[src/logic/ddac_regs.svh]
// timing counts, field positions and fixed codes of the capture block
// assumes it is included by bare name from the package and from ddac_capture
`ifndef DDAC_REGS_SVH
`define DDAC_REGS_SVH

`define DDAC_CLOCK_MHZ 25
`define DDAC_BUS_WIDTH 8
`define DDAC_CODE_WIDTH 16
`define DDAC_FIFO_DEPTH 4
`define DDAC_SYNC_WIDTH 28
`define DDAC_BYTE_LAST 2'h3
`define DDAC_BYTE_FIRST 2'h0
`define DDAC_BYTE_NEXT 2'h1
`define DDAC_DIV_LAST 2'h1
`define DDAC_DIV_START 2'h0
`define DDAC_CODE_ZERO 16'h0000
`define DDAC_CODE_FULL 16'hffff
`define DDAC_BYTE_ZERO 8'h00

`endif

[src/logic/ddac_pkg.sv]
// types shared by the capture block, its checker and its bench
// assumes ddac_regs.svh is reachable on the include path
`include "ddac_regs.svh"

package ddac_pkg;

    typedef struct packed {
        logic [15:0] chan_a;
        logic [15:0] chan_b;
    } ddac_pair_t;

    typedef struct packed {
        logic [15:0] primary;
        logic [15:0] complement;
    } ddac_drive_t;

    typedef enum logic [0:0] {
        CAP_HUNT,
        CAP_RUN
    } ddac_cap_state_t;

endpackage : ddac_pkg

[src/logic/ddac_sync.sv]
// two-flop synchroniser for a vector of pin levels
// assumes every bit is an independent level from outside the clock domain
`timescale 1ns/10ps

module ddac_sync #(
    parameter int WIDTH = 1
) (
    // clock and reset
    input wire logic clock,
    input wire logic reset,
    // levels
    input wire logic [WIDTH-1:0] pin_level,
    output logic [WIDTH-1:0] sync_level
);

    logic [WIDTH-1:0] meta_r;

    // first stage is read only by the second
    always_ff @(posedge clock) begin
        if (reset) begin
            meta_r <= '0;
            sync_level <= '0;
        end else begin
            meta_r <= pin_level;
            sync_level <= meta_r;
        end
    end

endmodule : ddac_sync

[src/logic/ddac_fifo.sv]
// small synchronous fifo with flush, valid/ready on both sides
// assumes one clock; flush wins over a push in the same cycle
`timescale 1ns/10ps

module ddac_fifo #(
    parameter int WIDTH = 32,
    parameter int DEPTH = 4
) (
    // clock and reset
    input wire logic clock,
    input wire logic reset,
    input wire logic flush,
    // fill side
    input wire logic in_valid,
    output logic in_ready,
    input wire logic [WIDTH-1:0] in_data,
    // drain side
    output logic out_valid,
    input wire logic out_ready,
    output logic [WIDTH-1:0] out_data
);

    localparam int AW = $clog2(DEPTH);

    logic [WIDTH-1:0] mem [DEPTH];
    logic [AW-1:0] wr_ptr_r;
    logic [AW-1:0] rd_ptr_r;
    logic [AW:0] count_r;
    logic push;
    logic pop;

    assign in_ready = (count_r != (AW+1)'(DEPTH)) && !flush;
    assign out_valid = (count_r != '0);
    assign out_data = mem[rd_ptr_r];
    assign push = in_valid && in_ready;
    assign pop = out_valid && out_ready && !flush;

    always_ff @(posedge clock) begin
        if (push) begin
            mem[wr_ptr_r] <= in_data;
        end
    end

    always_ff @(posedge clock) begin
        if (reset || flush) begin
            wr_ptr_r <= '0;
            rd_ptr_r <= '0;
            count_r <= '0;
        end else begin
            if (push) begin
                wr_ptr_r <= (wr_ptr_r == AW'(DEPTH - 1)) ? '0 :
                            wr_ptr_r + AW'(1);
            end
            if (pop) begin
                rd_ptr_r <= (rd_ptr_r == AW'(DEPTH - 1)) ? '0 :
                            rd_ptr_r + AW'(1);
            end
            count_r <= count_r + (AW+1)'(push) - (AW+1)'(pop);
        end
    end

endmodule : ddac_fifo

[src/logic/ddac_capture.sv]
// input capture and output mapping of a dual 16-bit converter
// assumes all pins are asynchronous to clock and are oversampled by it;
// data and converter clocks must be well below half the clock rate
//
// Overview of operation
// - input byte is taken on both edges of the data clock pair
// - frame strobe is looked at only on data clock rising edges
// - a new frame strobe pulse flushes the input fifo to realign it
// - output strobe taken on converter clock rise resets the divider
// - transmit gate low forces datapath to zero and drops input data
// - code 0x0000 is full sink on primary, 0xffff is zero sink
// - complement output is the opposite of the primary output
// - active-low chip reset resets everything but the pin synchronisers
// - reference select 1 takes pin as input, 0 drives internal reference
// - four bytes per frame carry both 16-bit samples, a then b
// - bit 7 is msb by default; bus reverse swaps the bit order
`timescale 1ns/10ps

`include "ddac_regs.svh"

module ddac_capture (
    // system
    input wire logic clock,
    input wire logic reset,
    // data link pins
    input wire logic data_clock_pos,
    input wire logic data_clock_neg,
    input wire logic frame_strobe_pos,
    input wire logic frame_strobe_neg,
    input wire logic [7:0] data_in_pos,
    input wire logic [7:0] data_in_neg,
    // converter clock pins
    input wire logic converter_clock_pos,
    input wire logic converter_clock_neg,
    input wire logic output_strobe_pos,
    input wire logic output_strobe_neg,
    // control pins
    input wire logic transmit_gate,
    input wire logic chip_reset_n,
    input wire logic ext_ref_select,
    input wire logic bus_reverse,
    // converter drive codes
    output ddac_pkg::ddac_drive_t chan_a_drive,
    output ddac_pkg::ddac_drive_t chan_b_drive,
    // reference pin
    input wire logic reference_pin_in,
    output logic reference_pin_out,
    output logic reference_pin_oe,
    // status
    output logic frame_locked,
    output logic fifo_overflow,
    output logic reference_external
);
    import ddac_pkg::*;

    ////////////////////////////////////////////////////////////////////////
    // helpers

    function automatic logic diff_level(input logic pos, input logic neg);
        // both legs equal means an idle or undriven pair: read as low
        diff_level = pos & ~neg;
    endfunction : diff_level

    function automatic logic [7:0] byte_order(input logic [7:0] b,
                                              input logic rev);
        byte_order = rev ? {<<{b}} : b;
    endfunction : byte_order

    ////////////////////////////////////////////////////////////////////////
    // pin synchronisers

    logic [27:0] pins_raw;
    logic [27:0] pins_s;

    assign pins_raw = {data_clock_pos, data_clock_neg,
                       frame_strobe_pos, frame_strobe_neg,
                       data_in_pos, data_in_neg,
                       converter_clock_pos, converter_clock_neg,
                       output_strobe_pos, output_strobe_neg,
                       transmit_gate, chip_reset_n,
                       ext_ref_select, bus_reverse};

    ddac_sync #(
        .WIDTH(`DDAC_SYNC_WIDTH)
    ) u_sync (
        .clock(clock),
        .reset(reset),
        .pin_level(pins_raw),
        .sync_level(pins_s)
    );

    logic dclk_s;
    logic frame_s;
    logic [7:0] data_s;
    logic cclk_s;
    logic ostr_s;
    logic gate_s;
    logic chip_rst_n_s;
    logic ext_ref_s;
    logic rev_s;

    assign dclk_s = diff_level(pins_s[27], pins_s[26]);
    assign frame_s = diff_level(pins_s[25], pins_s[24]);
    assign data_s = pins_s[23:16] & ~pins_s[15:8];
    assign cclk_s = diff_level(pins_s[7], pins_s[6]);
    assign ostr_s = diff_level(pins_s[5], pins_s[4]);
    assign gate_s = pins_s[3];
    assign chip_rst_n_s = pins_s[2];
    assign ext_ref_s = pins_s[1];
    assign rev_s = pins_s[0];

    ////////////////////////////////////////////////////////////////////////
    // reset

    logic core_rst;

    // synchroniser resets low, so the chip reset stays asserted until the
    // released pin level has crossed both stages
    assign core_rst = reset || !chip_rst_n_s;

    ////////////////////////////////////////////////////////////////////////
    // edge detection

    logic dclk_d_r;
    logic cclk_d_r;
    logic frame_d_r;
    logic dclk_rise;
    logic dclk_fall;
    logic cclk_rise;

    always_ff @(posedge clock) begin
        if (core_rst) begin
            dclk_d_r <= 1'b0;
            cclk_d_r <= 1'b0;
        end else begin
            dclk_d_r <= dclk_s;
            cclk_d_r <= cclk_s;
        end
    end

    assign dclk_rise = dclk_s && !dclk_d_r;
    assign dclk_fall = !dclk_s && dclk_d_r;
    assign cclk_rise = cclk_s && !cclk_d_r;

    // frame history advances only on data clock rises
    always_ff @(posedge clock) begin
        if (core_rst) begin
            frame_d_r <= 1'b0;
        end else if (dclk_rise) begin
            frame_d_r <= frame_s;
        end
    end

    logic frame_start;
    logic ddr_edge;

    // frame and data are edge aligned, so both are taken on the same edge
    assign frame_start = dclk_rise && frame_s && !frame_d_r;
    assign ddr_edge = dclk_rise || dclk_fall;

    ////////////////////////////////////////////////////////////////////////
    // byte assembly

    ddac_cap_state_t state_r;
    logic [1:0] byte_idx_r;
    logic [7:0] byte_in;
    logic [7:0] hold_r [3];
    ddac_pair_t pair_r;
    logic push_r;
    logic fifo_in_ready;

    assign byte_in = byte_order(data_s, rev_s);

    always_ff @(posedge clock) begin
        if (core_rst || !gate_s) begin
            state_r <= CAP_HUNT;
        end else begin
            case (state_r)
                CAP_HUNT: begin
                    if (frame_start) begin
                        state_r <= CAP_RUN;
                    end
                end
                CAP_RUN: begin
                    state_r <= CAP_RUN;
                end
                default: begin
                    state_r <= CAP_HUNT;
                end
            endcase
        end
    end

    always_ff @(posedge clock) begin
        if (core_rst || !gate_s) begin
            byte_idx_r <= `DDAC_BYTE_FIRST;
        end else if (frame_start) begin
            byte_idx_r <= `DDAC_BYTE_NEXT;
        end else if (ddr_edge && state_r == CAP_RUN) begin
            byte_idx_r <= byte_idx_r + 2'h1;
        end
    end

    always_ff @(posedge clock) begin
        if (core_rst) begin
            hold_r[0] <= `DDAC_BYTE_ZERO;
            hold_r[1] <= `DDAC_BYTE_ZERO;
            hold_r[2] <= `DDAC_BYTE_ZERO;
        end else if (frame_start) begin
            hold_r[0] <= byte_in;
        end else if (ddr_edge && state_r == CAP_RUN &&
                     byte_idx_r != `DDAC_BYTE_LAST) begin
            hold_r[byte_idx_r] <= byte_in;
        end
    end

    // a frame is a hi, a lo, b hi, b lo; the last byte completes the pair
    always_ff @(posedge clock) begin
        if (core_rst || !gate_s) begin
            push_r <= 1'b0;
            pair_r <= '0;
        end else begin
            push_r <= ddr_edge && state_r == CAP_RUN && !frame_start &&
                      byte_idx_r == `DDAC_BYTE_LAST;
            if (ddr_edge && byte_idx_r == `DDAC_BYTE_LAST) begin
                pair_r <= '{chan_a: {hold_r[0], hold_r[1]},
                            chan_b: {hold_r[2], byte_in}};
            end
        end
    end

    // the source cannot be stalled: a pair that finds the fifo full is
    // dropped and remembered until reset
    always_ff @(posedge clock) begin
        if (core_rst) begin
            fifo_overflow <= 1'b0;
        end else if (push_r && !fifo_in_ready) begin
            fifo_overflow <= 1'b1;
        end
    end

    assign frame_locked = (state_r == CAP_RUN);

    ////////////////////////////////////////////////////////////////////////
    // input fifo

    logic fifo_flush;
    logic fifo_out_valid;
    logic fifo_pop;
    ddac_pair_t fifo_out;

    assign fifo_flush = frame_start || !gate_s;

    ddac_fifo #(
        .WIDTH($bits(ddac_pair_t)),
        .DEPTH(`DDAC_FIFO_DEPTH)
    ) u_fifo (
        .clock(clock),
        .reset(core_rst),
        .flush(fifo_flush),
        .in_valid(push_r),
        .in_ready(fifo_in_ready),
        .in_data(pair_r),
        .out_valid(fifo_out_valid),
        .out_ready(fifo_pop),
        .out_data(fifo_out)
    );

    ////////////////////////////////////////////////////////////////////////
    // converter clock divider

    logic [1:0] div_r;
    logic div_tick;

    always_ff @(posedge clock) begin
        if (core_rst) begin
            div_r <= `DDAC_DIV_START;
        end else if (cclk_rise) begin
            if (ostr_s) begin
                div_r <= `DDAC_DIV_START;
            end else if (div_r == `DDAC_DIV_LAST) begin
                div_r <= `DDAC_DIV_START;
            end else begin
                div_r <= div_r + 2'h1;
            end
        end
    end

    // strobe high holds the divider, so several parts leave it together
    assign div_tick = cclk_rise && !ostr_s && div_r == `DDAC_DIV_LAST;
    assign fifo_pop = div_tick;

    ////////////////////////////////////////////////////////////////////////
    // output mapping

    ddac_pair_t code_r;

    // an empty fifo repeats the last pair rather than glitching to zero
    always_ff @(posedge clock) begin
        if (core_rst || !gate_s) begin
            code_r <= '0;
        end else if (div_tick && fifo_out_valid) begin
            code_r <= fifo_out;
        end
    end

    always_ff @(posedge clock) begin
        if (core_rst) begin
            chan_a_drive <= '{primary: `DDAC_CODE_FULL,
                              complement: `DDAC_CODE_ZERO};
            chan_b_drive <= '{primary: `DDAC_CODE_FULL,
                              complement: `DDAC_CODE_ZERO};
        end else begin
            chan_a_drive.primary <= ~code_r.chan_a;
            chan_a_drive.complement <= code_r.chan_a;
            chan_b_drive.primary <= ~code_r.chan_b;
            chan_b_drive.complement <= code_r.chan_b;
        end
    end

    ////////////////////////////////////////////////////////////////////////
    // reference select

    // the pin level itself is analog; only its direction is decided here
    always_ff @(posedge clock) begin
        if (core_rst) begin
            reference_external <= 1'b0;
        end else begin
            reference_external <= ext_ref_s || (1'b0 & reference_pin_in);
        end
    end

    assign reference_pin_oe = !reference_external;
    assign reference_pin_out = !reference_external;

endmodule : ddac_capture

[config.mk]
export PLATFORM = sky130hd
export DESIGN_NAME = ddac_capture
export DESIGN_NICKNAME = d
export VERILOG_FILES = /design/src/logic/ddac_pkg.sv /design/src/logic/ddac_sync.sv /design/src/logic/ddac_fifo.sv /design/src/logic/ddac_capture.sv
export VERILOG_INCLUDE_DIRS = /design/src /design/src/logic
export SDC_FILE = /design/constraint.sdc
export NUM_CORES = 1
export LEC_CHECK = 0
export BUFFER_PORTS_ARGS = -buffer_cell sky130_fd_sc_hd__buf_2
export CORE_MARGIN = 1
export CORE_UTILIZATION = 63
export CTS_CLUSTER_DIAMETER = 120
export DETAILED_ROUTE_END_ITERATION = 16
export PLACE_DENSITY = 0.95
export SLEW_MARGIN = 20
export SYNTH_ARGS = -nofsm -noshare
export SYNTH_HDL_FRONTEND = slang
export SYNTH_SLANG_ARGS = --single-unit
[constraint.sdc]
create_clock -name clock -period 6.3 [get_ports clock]
set_clock_uncertainty 0.1 [all_clocks]
set_input_delay 0.63 -clock clock [delete_from_list [all_inputs] [get_ports clock]]
set_output_delay 0.63 -clock clock [all_outputs]
set_load 0.01 [all_outputs]
Word level (Yosys, flattened, before mapping):

Memory sizes are Yosys's and may differ from the RTL's. A register that Yosys moved wholly into a read port is not among the register bits.
Index checks and enable logic that the tools add are counted.
Widths: inputs -> output; s select.

* memories: 2
* register bits after elaboration: 154
* input bits: 31
* RAM bits: 152

Memory list
* u_fifo.mem: depth 4, width 32, read ports 1, clocked after Yosys merged registers in 1, write ports 1, RTL line ddac_fifo.sv:25 `logic [WIDTH-1:0] mem [DEPTH];`
* hold_r: depth 3, width 8, read ports 3, clocked after Yosys merged registers in 3, write ports 3, RTL line ddac_capture.sv:167 `logic [7:0] hold_r [3];`

* eq/ne operators: 6
* bitwise operators: 14
* add/subtract/negate cells: 6
* mux-type cells: 23
* reductions and logical operators: 37

Operators with widths (number)
* $not 16->16: 2
* $mux 8: 3
* $logic_and 1x1->1: 17
* $mux 1: 14
* $logic_not 1->1: 11
* $mux 2: 5
* $add 2x1->2 const B: 4
* $and 8x8->8: 1
* $not 8->8: 1
* $reduce_or 8->1: 1
* $eq 2x2->1 const B: 3
* $logic_or 1x1->1: 5
* $not 1->1: 5
* $and 1x1->1: 4
* $add 3x1->3: 1
* $ne 3x3->1 const B: 1
* $reduce_bool 3->1: 1
* $sub 3x1->3: 1
* $eq 2x1->1 const B: 1
* $ne 2x2->1 const B: 1
* $pmux 1 s2: 1
* $reduce_bool 2->1: 1
* $reduce_or 2->1: 1
* $or 1x1->1: 1

Longest topological paths before layout:

Gate-level depths: netlist of the first run.

* word-level depth: 13
* gate-level depth with buffers: 12
* depth with buffers taken out: 12

Hierarchy:

A second synthesis of the first run with hierarchy kept.

* cells, all modules: 899
* area total of the unflattened synthesis: 12263.0 um2

Modules (own cells, without submodules)
* ddac_capture: instances 1, cells each 560, area an instance 5537.8 um2
* ddac_fifo: instances 1, cells each 221, area an instance 5114.9 um2
* ddac_sync: instances 1, cells each 118, area an instance 1610.3 um2

Worst setup path after synthesis of the first run:

OpenSTA, ideal clock, no wires.

* kind: register -> register
* start: reg u_sync.sync_level[6]
* end: reg u_fifo.count_r[2]
* stages on the path, launching flop included: 13
* path buffers: 2
* data required time: 6.075 ns
* path slack: 3.520 ns
* arrival: 2.555 ns
* path through: dfxtp_1 > or3b_4 > nor4_2 > buf_6 > buf_12 > nor2b_1 > ha_1 > inv_1 > ha_1 > fa_1 > xnor2_1 > xnor2_1 > nor2_1

* word-level cells in the longest chain between the ends: 8

RTL lines
* from (decl): RTL line ddac_sync.sv:13 `output logic [WIDTH-1:0] sync_level`
* from (signal assigned): RTL line ddac_sync.sv:25 `sync_level <= meta_r;`
* $not 1->1: RTL line ddac_capture.sv:61 `diff_level = pos & ~neg;`
* $and 1x1->1: RTL line ddac_capture.sv:61
* $logic_and 1x1->1: RTL line ddac_capture.sv:143 `assign cclk_rise = cclk_s && !cclk_d_r;`
* $logic_and 1x1->1: RTL line ddac_capture.sv:290 `` assign div_tick = cclk_rise && !ostr_s && div_r == `DDAC_DIV_LAST; ``
* $logic_and 1x1->1 (no source line)
* $logic_and 1x1->1 (2 in a row): RTL line ddac_fifo.sv:36 `assign pop = out_valid && out_ready && !flush;`
* net u_fifo.pop: RTL line ddac_fifo.sv:30 `logic pop;`
* $sub 3x1->3: RTL line ddac_fifo.sv:58 `count_r <= count_r + (AW+1)'(push) - (AW+1)'(pop);`
* to (signal assigned): RTL line ddac_fifo.sv:58
* to (decl): RTL line ddac_fifo.sv:28 `logic [AW:0] count_r;`

The timed path passes the listed nets, and every way through them passes these cells.
A chain may end at the register's enable or synchronous reset.

Worst setup path after layout of the first run:

Ends and elaborated chain as after synthesis.

==> impl_metrics.sql, run 1 <==
INSERT INTO impl_metrics (metric_group, metric, value, unit) VALUES
('status', 'outcome', 'finished, violations left', ''),
('status', 'failed_checks', 'DRC', ''),
('critical_path', 'timing.critical_path.from', 'u_sync.sync_level[6]', ''),
('final_layout', 'antenna-diode-count', '0', ''),
('power_and_ir_drop', 'power_frac_seq', '53.5', '%'),
('power_and_ir_drop', 'p_sw', '844.0', 'uW'),
('global_route', 'vias_in_the_first_global_route', '6468', ''),
('detailed_routing', 'finalWirelength', '20620', 'um'),
('die', 'io_pins', '100', ''),
('clocking', 'clk_pin_slew', '0.06', 'ns'),
('synth', 'synth_fp_nets', '876', ''),
('synth', 'post-synth-top-area-fraction', '38.54', '%'),
('synth', 'yosysUniqueCellTypes', '37', ''),
('power_and_ir_drop', 'power.leakage', '4.475', 'nW'),
('power_and_ir_drop', 'combPwrFrac', '0.9', '%'),
('synth', 'synth_largest_area_cell', 'sky130_fd_sc_hd__edfxtp_1', ''),
('die', 'dieHeight', '139.1', 'um'),
('synth', 'post_synth_main_area_contributors', 'sky130_fd_sc_hd__edfxtp_1, sky130_fd_sc_hd__dfxtp_1, sky130_fd_sc_hd__mux4_2', ''),
('die', 'chipWidth', '139.1', 'um'),
('clocking', 'cts-buffers-inserted', '34', ''),
('timing', 'finalCritPeriodShare', '50.48', '%'),
('power_and_ir_drop', 'max-vdd-ir-drop', '262.5', 'uV'),
('detailed_routing', 'route.detailed.drc', '10', ''),
('synth', 'synth_seq_area_share', '72.69', '%'),
('detailed_routing', 'met3WireLength', '1177', 'um'),
('timing', 'whs', '0.2291', 'ns'),
('synth', 'syn_area', '0.01184', 'mm^2'),
('worst_hold_path', 'hold_start', 'ext_ref_select', ''),
('critical_path', 'register_to_register_path_depth', '11', ''),
('clocking', 'cts_tree', 'yes', ''),
('timing', 'max_slew.worst_pin.slew', '1.019', 'ns'),
('detailed_routing', 'drt-pass1-iter-count', '12', ''),
('critical_path', 'criticalPathCategory', 'reg2reg', ''),
('synth', 'gate_count_post_synth', '835', ''),
('critical_path', 'setup.worst_path.end_class', 'flip-flop', ''),
('clocking', 'cts_hold_buffers', '0', ''),
('synth', 'synth_warnings', '0', ''),
('die', 'area_enclosed_by_the_die_boundary', '0.01935', 'mm^2'),
('die', 'core_area', '0.01821', 'mm^2'),
('detailed_routing', 'num_vias', '6468', ''),
('critical_path', 'setup.worst_path.end', 'u_fifo.count_r[2]', ''),
('clocking', 'cts.path.max_buffers', '3', ''),
('timing', 'min_period', '3.180', 'ns'),
('detailed_routing', 'drt-vias-per-instance', '5.435', ''),
('timing', 'setup_tns', '0', 'ns'),
('placement', 'placement.io_buffers', '98', ''),
('detailed_routing', 'wirelength_met1', '7864', 'um'),
('global_route', 'antenna_found_initial', '0', ''),
('clocking', 'cts_resized', '0', ''),
('critical_path', 'critPathLaunchType', 'flip-flop', ''),
('detailed_routing', 'drt_iter0_drc', '460', ''),
('die', 'row_count', '49', ''),
('placement', 'detailedPlacementHpwl', '11370', 'um'),
('critical_path', 'critical_path_required', '6.59', 'ns'),
('final_layout', 'nNetsFinal', '976', ''),
('final_layout', 'syn2layout_area_growth', '14.91', '%'),
('job', 'drv_cap', '0', ''),
('final_layout', 'post_route_cells_drive_above_1_share', '20.71', '%'),
('power_and_ir_drop', 'p_int', '3.642', 'mW'),
('detailed_routing', 'wl_per_cell', '17.33', 'um'),
('global_route', 'grt_pass1_wl', '32480', 'um'),
('detailed_routing', 'top_signal_layer_used', 'met4', ''),
('clocking', 'numClockSinks', '354', ''),
('power_and_ir_drop', 'power.share.switching', '18.82', '%'),
('global_route', 'pin_count_of_the_biggest_net_entering_global_routing', '67', ''),
('timing', 'worst_max_slew_margin_expressed_relative_to_the_limit', '32.05', '%'),
('detailed_routing', 'wl_met2', '10780', 'um'),
('critical_path', 'setup.reg_to_reg.worst_slack', '3.12', 'ns'),
('critical_path', 'cp_data_arrival_time', '3.47', 'ns'),
('timing', 'final_hold_viol_count', '0', ''),
('global_route', 'grt_overflow', '0', '');
[flip-flops by register name, indices dropped and copies added (netlist names), 2 cells and up]
signal / count
u_fifo.rd_ptr_r: 2
u_fifo.mem: 128
chan_b_drive: 32
pair_r: 32
u_sync.sync_level: 28
hold_r: 24
u_sync.meta_r: 28
chan_a_drive: 32
code_r: 32
div_r: 2
u_fifo.count_r: 3
u_fifo.wr_ptr_r: 2
byte_idx_r: 2
[metal layers]
metal / vias to the layer above / track usage (%)
met4: 0 / 13.16
met5: - / 0
li1: 3058 / -
met3: 60 / 4.454
met1: 3086 / 24.72
met2: 264 / 39.34
[cell type report]
class                           instances  area (um^2)
Timing Repair Buffer                  103        528.0
Inverter                               51        191.4
Fill cell                            1037         4601
Clock inverter                         11        105.1
Sequential cell                       354         8611
Clock buffer                           51         1040
Tap cell                              229        286.5
Multi-Input combinational cell        391         2846
[metrics by stage]
stage,power [mW],area [um^2],worst slack (ns),std cells
finish,4.485,13610,3.120,1190
floorplan,2.476,11840,3.520,835
detailed placement,2.492,12460,3.073,1128
global route,4.604,13610,2.940,1190
global placement,2.489,12460,3.192,1128
CTS,4.509,13610,3.077,1190
[power by group through the flow]
stage                     Combinational, mW  Clock, mW  Sequential (mW)
after floorplan                      0.0279          0             2.45
after global placement               0.0393          0             2.45
after detailed placement             0.0411          0             2.45
after CTS                            0.0418       2.07             2.40
after global routing                 0.0462       2.16             2.40
final                                0.0414       2.04             2.40
[how the worst min path moves through the flow]
stage | cells after the start | to | slack (ns)
3_3_place_gp | 1 | chan_b_drive[21] | 0.29
5_1_grt | 2 | u_sync.meta_r[6] | 0.23
6_report | 2 | u_sync.meta_r[1] | 0.23
4_1_cts | 2 | u_sync.meta_r[1] | 0.21
3_5_place_dp | 1 | chan_b_drive[24] | 0.30
2_1_floorplan | 1 | chan_b_drive[16] | 0.28
[synth_stat cells]
cell type                     n
sky130_fd_sc_hd__o211a_1      1
sky130_fd_sc_hd__nand2b_1     5
sky130_fd_sc_hd__fa_1         1
sky130_fd_sc_hd__buf_4        1
sky130_fd_sc_hd__nor3_1       3
sky130_fd_sc_hd__a211oi_1     8
sky130_fd_sc_hd__o21ai_1      1
sky130_fd_sc_hd__and2_1      28
sky130_fd_sc_hd__buf_12       3
sky130_fd_sc_hd__clkbuf_1    29
sky130_fd_sc_hd__nor2b_1     59
sky130_fd_sc_hd__nor2b_2      1
sky130_fd_sc_hd__nor4bb_1     1
sky130_fd_sc_hd__nor4_2       1
sky130_fd_sc_hd__xnor2_1      2
sky130_fd_sc_hd__a21oi_1     30
sky130_fd_sc_hd__mux2i_1     35
sky130_fd_sc_hd__or3_1        2
sky130_fd_sc_hd__or3b_1       1
sky130_fd_sc_hd__buf_6        2
sky130_fd_sc_hd__xor2_1       1
sky130_fd_sc_hd__nor2_1      78
sky130_fd_sc_hd__buf_2        3
sky130_fd_sc_hd__mux4_2      32
sky130_fd_sc_hd__nand3b_1     3
sky130_fd_sc_hd__nand3_1      3
sky130_fd_sc_hd__inv_1       51
sky130_fd_sc_hd__dfxtp_1    202
sky130_fd_sc_hd__ha_1         9
sky130_fd_sc_hd__edfxtp_1   152
sky130_fd_sc_hd__nor4_1       2
sky130_fd_sc_hd__a31oi_1      8
sky130_fd_sc_hd__nand2_1     65
sky130_fd_sc_hd__nor3b_1      9
sky130_fd_sc_hd__buf_1        1
sky130_fd_sc_hd__or3b_4       1
sky130_fd_sc_hd__nand4bb_1    1
[cells by family (layout without fill, tap and decap cells)]
logic type	after synthesis	after routing	synth area share [%]
AOI/OAI and AO/OA	48	48	2.324
adders and majority gates	10	10	1.120
and+or+nand+nor	263	263	11.15
xor gates and xnor gates	3	3	0.2219
DFF	354	354	72.69
buffers and inverters	90	216	3.455
muxes	67	67	9.044
[critical path, stage by stage (launching register included)]
cell and delay [ns]:
sky130_fd_sc_hd__dfxtp_1 0.32, sky130_fd_sc_hd__or3b_4 0.43, sky130_fd_sc_hd__nor4_4 0.27, sky130_fd_sc_hd__buf_4 0.56
sky130_fd_sc_hd__nor2b_1 0.22, sky130_fd_sc_hd__ha_1 0.14, sky130_fd_sc_hd__inv_1 0.04, sky130_fd_sc_hd__ha_1 0.21
sky130_fd_sc_hd__fa_1 0.41, sky130_fd_sc_hd__xnor2_1 0.18, sky130_fd_sc_hd__xnor2_1 0.14, sky130_fd_sc_hd__nor2_1 0.05
Note: power is estimated with default switching activity, not from simulation.
==> inputs of run 2 (changes only) <==
Settings changed: CORE_UTILIZATION 63 to 53, PLACE_DENSITY 0.95 to 0.87.
Clock period 6.3 ns to 2.6 ns, I/O delays scaled along.
==> run 2 against run 1 <==
  * The flow now finishes without violations
  * Wire length increased by 3.8%
  * First-iteration DRC count decreased by 4.6%
  * Register-to-register slack got worse by 2.9 ns
  * Sequential share of layout area decreased by 2.6 points
  * Largest power group unchanged
==> impl_metrics.sql, run 2 (synthesis results as in run 1) <==
INSERT INTO impl_metrics (metric_group, metric, value, unit) VALUES
('final_layout', 'most-common-layout-cells', 'sky130_fd_sc_hd__dfxtp_1, sky130_fd_sc_hd__edfxtp_1, sky130_fd_sc_hd__buf_2', ''),
('power_and_ir_drop', 'power.share.switching', '18.90', '%'),
('power_and_ir_drop', 'p_int', '9.079', 'mW'),
('clocking', 'clock_tree.root_cell', 'sky130_fd_sc_hd__clkbuf_16', ''),
('critical_path', 'setup.reg_to_reg.worst_slack', '0.18', 'ns'),
('clocking', 'cts_setup_buffers', '0', ''),
('die', 'dieHeight', '151.5', 'um'),
('final_layout', 'fillCellCount', '1496', ''),
('timing', 'finalCritPeriodShare', '93.07', '%'),
('critical_path', 'rr_startpoint', 'u_sync.sync_level[7]', ''),
('final_layout', 'largest_register', 'u_fifo.mem', ''),
('timing', 'timing.final.ws_setup', '0.1802', 'ns'),
('final_layout', 'layout.cells.non_filler', '1285', ''),
('detailed_routing', 'ant_nets', '0', ''),
('detailed_routing', 'num_vias', '6528', ''),
('power_and_ir_drop', 'combPwrFrac', '1.3', '%'),
('detailed_routing', 'wl_per_cell', '16.66', 'um'),
('placement', 'placement.io_buffers', '98', ''),
('power_and_ir_drop', 'power_frac_seq', '52.0', '%'),
('clocking', 'cts.path.max_buffers', '3', ''),
('timing', 'worst_max_slew_margin_expressed_relative_to_the_limit', '50.66', '%'),
('timing', 'whs', '0.1218', 'ns'),
('die', 'row_count', '54', ''),
('job', 'drv_cap', '0', ''),
('clocking', 'numClockSinks', '354', ''),
('global_route', 'pin_count_of_the_biggest_net_entering_global_routing', '67', ''),
('worst_hold_path', 'worstHoldPathCells', '3', ''),
('die', 'io_pins', '100', ''),
('power_and_ir_drop', 'p_clk_share', '46.8', '%'),
('global_route', 'grt_pass1_wl', '33060', 'um'),
('critical_path', 'critical_path_required', '2.88', 'ns'),
('critical_path', 'setup.worst_path.end_class', 'flip-flop', ''),
('final_layout', 'antenna-diode-count', '0', ''),
('clocking', 'cts-buffers-inserted', '35', ''),
('final_layout', 'area.sequential', '0.008610', 'mm^2'),
('timing', 'setup_tns', '0', 'ns'),
('critical_path', 'cp_data_arrival_time', '2.70', 'ns'),
('timing', 'max_slew.worst_pin.slew', '0.7401', 'ns'),
('critical_path', 'critPathLaunchType', 'flip-flop', ''),
('placement', 'place_inst', '1194', ''),
('critical_path', 'path_max_fanout', '4', ''),
('final_layout', 'layout.cells.most_common', 'sky130_fd_sc_hd__dfxtp_1', ''),
('clocking', 'cts.htree.levels', '2', ''),
('worst_hold_path', 'worstHoldPathType', 'in2reg', ''),
('global_route', 'grt_overflow', '0', ''),
('timing', 'report.final.setup_viol', '0', ''),
('placement', 'pre_cts_ws', '0.1621', 'ns'),
('power_and_ir_drop', 'p_sw', '2.115', 'mW'),
('detailed_routing', 'route.detailed.drc', '0', ''),
('power_and_ir_drop', 'power.leakage', '4.882', 'nW'),
('placement', 'final_wtd_congestion', '0.7488', ''),
('global_route', 'antenna_found_initial', '0', ''),
('timing', 'fmaxAchievable', '413.3', 'MHz'),
('final_layout', 'multi_input_area', '0.002856', 'mm^2'),
('placement', 'detailedPlacementHpwl', '11950', 'um'),
('final_layout', 'largest_register_ff_count', '128', ''),
('global_route', 'global_route.usage.total', '19.32', '%'),
('placement', 'dpl-instance-area', '0.01268', 'mm^2'),
('critical_path', 'register_to_register_path_depth', '10', ''),
('detailed_routing', 'drt-pass1-iter-count', '5', ''),
('final_layout', 'post_route_cells_drive_above_1_share', '21.49', '%'),
('timing', 'rsz_0062_raised_after_global_routing', 'false', ''),
('final_layout', 'nNetsFinal', '1020', ''),
('timing', 'slew_viols_final', '0', ''),
('timing', 'min_period', '2.420', 'ns'),
('clocking', 'clock_insertion_delay_worst_skew', '0.51', 'ns'),
('die', 'core_area', '0.02189', 'mm^2'),
('die', 'initial_utilization', '54.10', '%'),
('power_and_ir_drop', 'max-vdd-ir-drop', '692.8', 'uV'),
('die', 'chipWidth', '151.5', 'um'),
('final_layout', 'syn2layout_area_growth', '19.83', '%'),
('detailed_routing', 'finalWirelength', '21410', 'um'),
('final_layout', 'final_core_utilization', '64.83', '%'),
('die', 'area_enclosed_by_the_die_boundary', '0.02295', 'mm^2'),
('power_and_ir_drop', 'total_power', '11.19', 'mW'),
('detailed_routing', 'drt-vias-per-instance', '5.080', ''),
('power_and_ir_drop', 'power_per_cell_area', '788.8', 'mW/mm^2'),
('critical_path', 'worst_r2r_end', 'u_fifo.count_r[2]', ''),
('timing', 'final_hold_viol_count', '0', ''),
('global_route', 'vias_in_the_first_global_route', '6563', ''),
('worst_hold_path', 'min_delay_worst_endpoint', 'u_sync.sync_level[0]', ''),
('clocking', 'clk_pin_slew', '0.06', 'ns'),
('final_layout', 'post-route-cell-area', '0.01419', 'mm^2'),
('worst_hold_path', 'hold_start', 'reset', ''),
('clocking', 'cts_tree', 'yes', ''),
('critical_path', 'criticalPathCategory', 'reg2reg', ''),
('detailed_routing', 'drt_iter0_drc', '439', ''),
('status', 'outcome', 'complete, no violations', '');
## run 2: cell types whose count changed in the layout (fill, tap and decap cells not counted), moves of 2 or more
| cell | delta |
|---|---|
| sky130_fd_sc_hd__ha_2 | +2 |
| sky130_fd_sc_hd__dlygate4sd3_1 | +28 |
| sky130_fd_sc_hd__and2_2 | -4 |
| sky130_fd_sc_hd__clkinv_2 | -3 |
| sky130_fd_sc_hd__clkbuf_8 | +2 |
| sky130_fd_sc_hd__ha_1 | -2 |
| sky130_fd_sc_hd__buf_4 | +12 |
| sky130_fd_sc_hd__buf_12 | +3 |
| sky130_fd_sc_hd__clkbuf_1 | -3 |
| sky130_fd_sc_hd__and2_1 | +4 |
## run 2: metal layers
metal,wire length [um],global-route usage [%]
met5,0,0
met4,764,9.200
met3,1029,3.413
met2,11360,35.82
met1,8255,21.29
## run 2: what timing repair did
item,CTS,global route
setup endpoints to repair,0,1
resized for setup,0,1
endpoints found under the hold margin,28,0
hold buffers,28,0
## run 2: layout make-up
| class | instances | area share [%] |
|---|---|---|
| Multi-Input combinational cell | 391 | 20.13 |
| Clock buffer | 51 | 7.618 |
| Inverter | 51 | 1.349 |
| Timing Repair Buffer | 146 | 6.754 |
| Sequential cell | 354 | 60.67 |
| Tap cell | 280 | 2.469 |
| Clock inverter | 12 | 1.014 |
## run 2: power groups by stage
stage / sequential, mW / combinational (mW) / clock (mW)
6_report: 5.82 / 0.142 / 5.23
5_1_grt: 5.82 / 0.154 / 5.53
4_1_cts: 5.82 / 0.137 / 5.30
3_5_place_dp: 5.94 / 0.104 / 0
3_3_place_gp: 5.94 / 0.101 / 0
2_1_floorplan: 5.93 / 0.0681 / 0
## run 2: how the worst max path moves through the flow
| stage | from | to | slack, ns | cells past startpoint |
|---|---|---|---|---|
| 3_5_place_dp | u_sync.sync_level[7] | u_fifo.count_r[2] | 0.16 | 10 |
| 3_3_place_gp | u_sync.sync_level[7] | u_fifo.count_r[2] | 0.26 | 10 |
| 2_1_floorplan | cclk_d_r | u_fifo.count_r[2] | 0.01 | 12 |
| 4_1_cts | u_sync.sync_level[7] | u_fifo.count_r[2] | 0.15 | 10 |
| 6_report | u_sync.sync_level[7] | u_fifo.count_r[2] | 0.18 | 10 |
| 5_1_grt | u_sync.sync_level[27] | u_fifo.count_r[2] | 0.002 | 12 |
## run 2: worst max-delay path, stage by stage (launching register included)
cell and delay, ns:
sky130_fd_sc_hd__dfxtp_1 0.32, sky130_fd_sc_hd__or3b_4 0.41, sky130_fd_sc_hd__nor4_4 0.23, sky130_fd_sc_hd__nor2b_1 0.16
sky130_fd_sc_hd__ha_1 0.14, sky130_fd_sc_hd__inv_1 0.04, sky130_fd_sc_hd__ha_2 0.18, sky130_fd_sc_hd__fa_2 0.35
sky130_fd_sc_hd__xnor2_2 0.15, sky130_fd_sc_hd__xnor2_1 0.16, sky130_fd_sc_hd__nor2_1 0.05
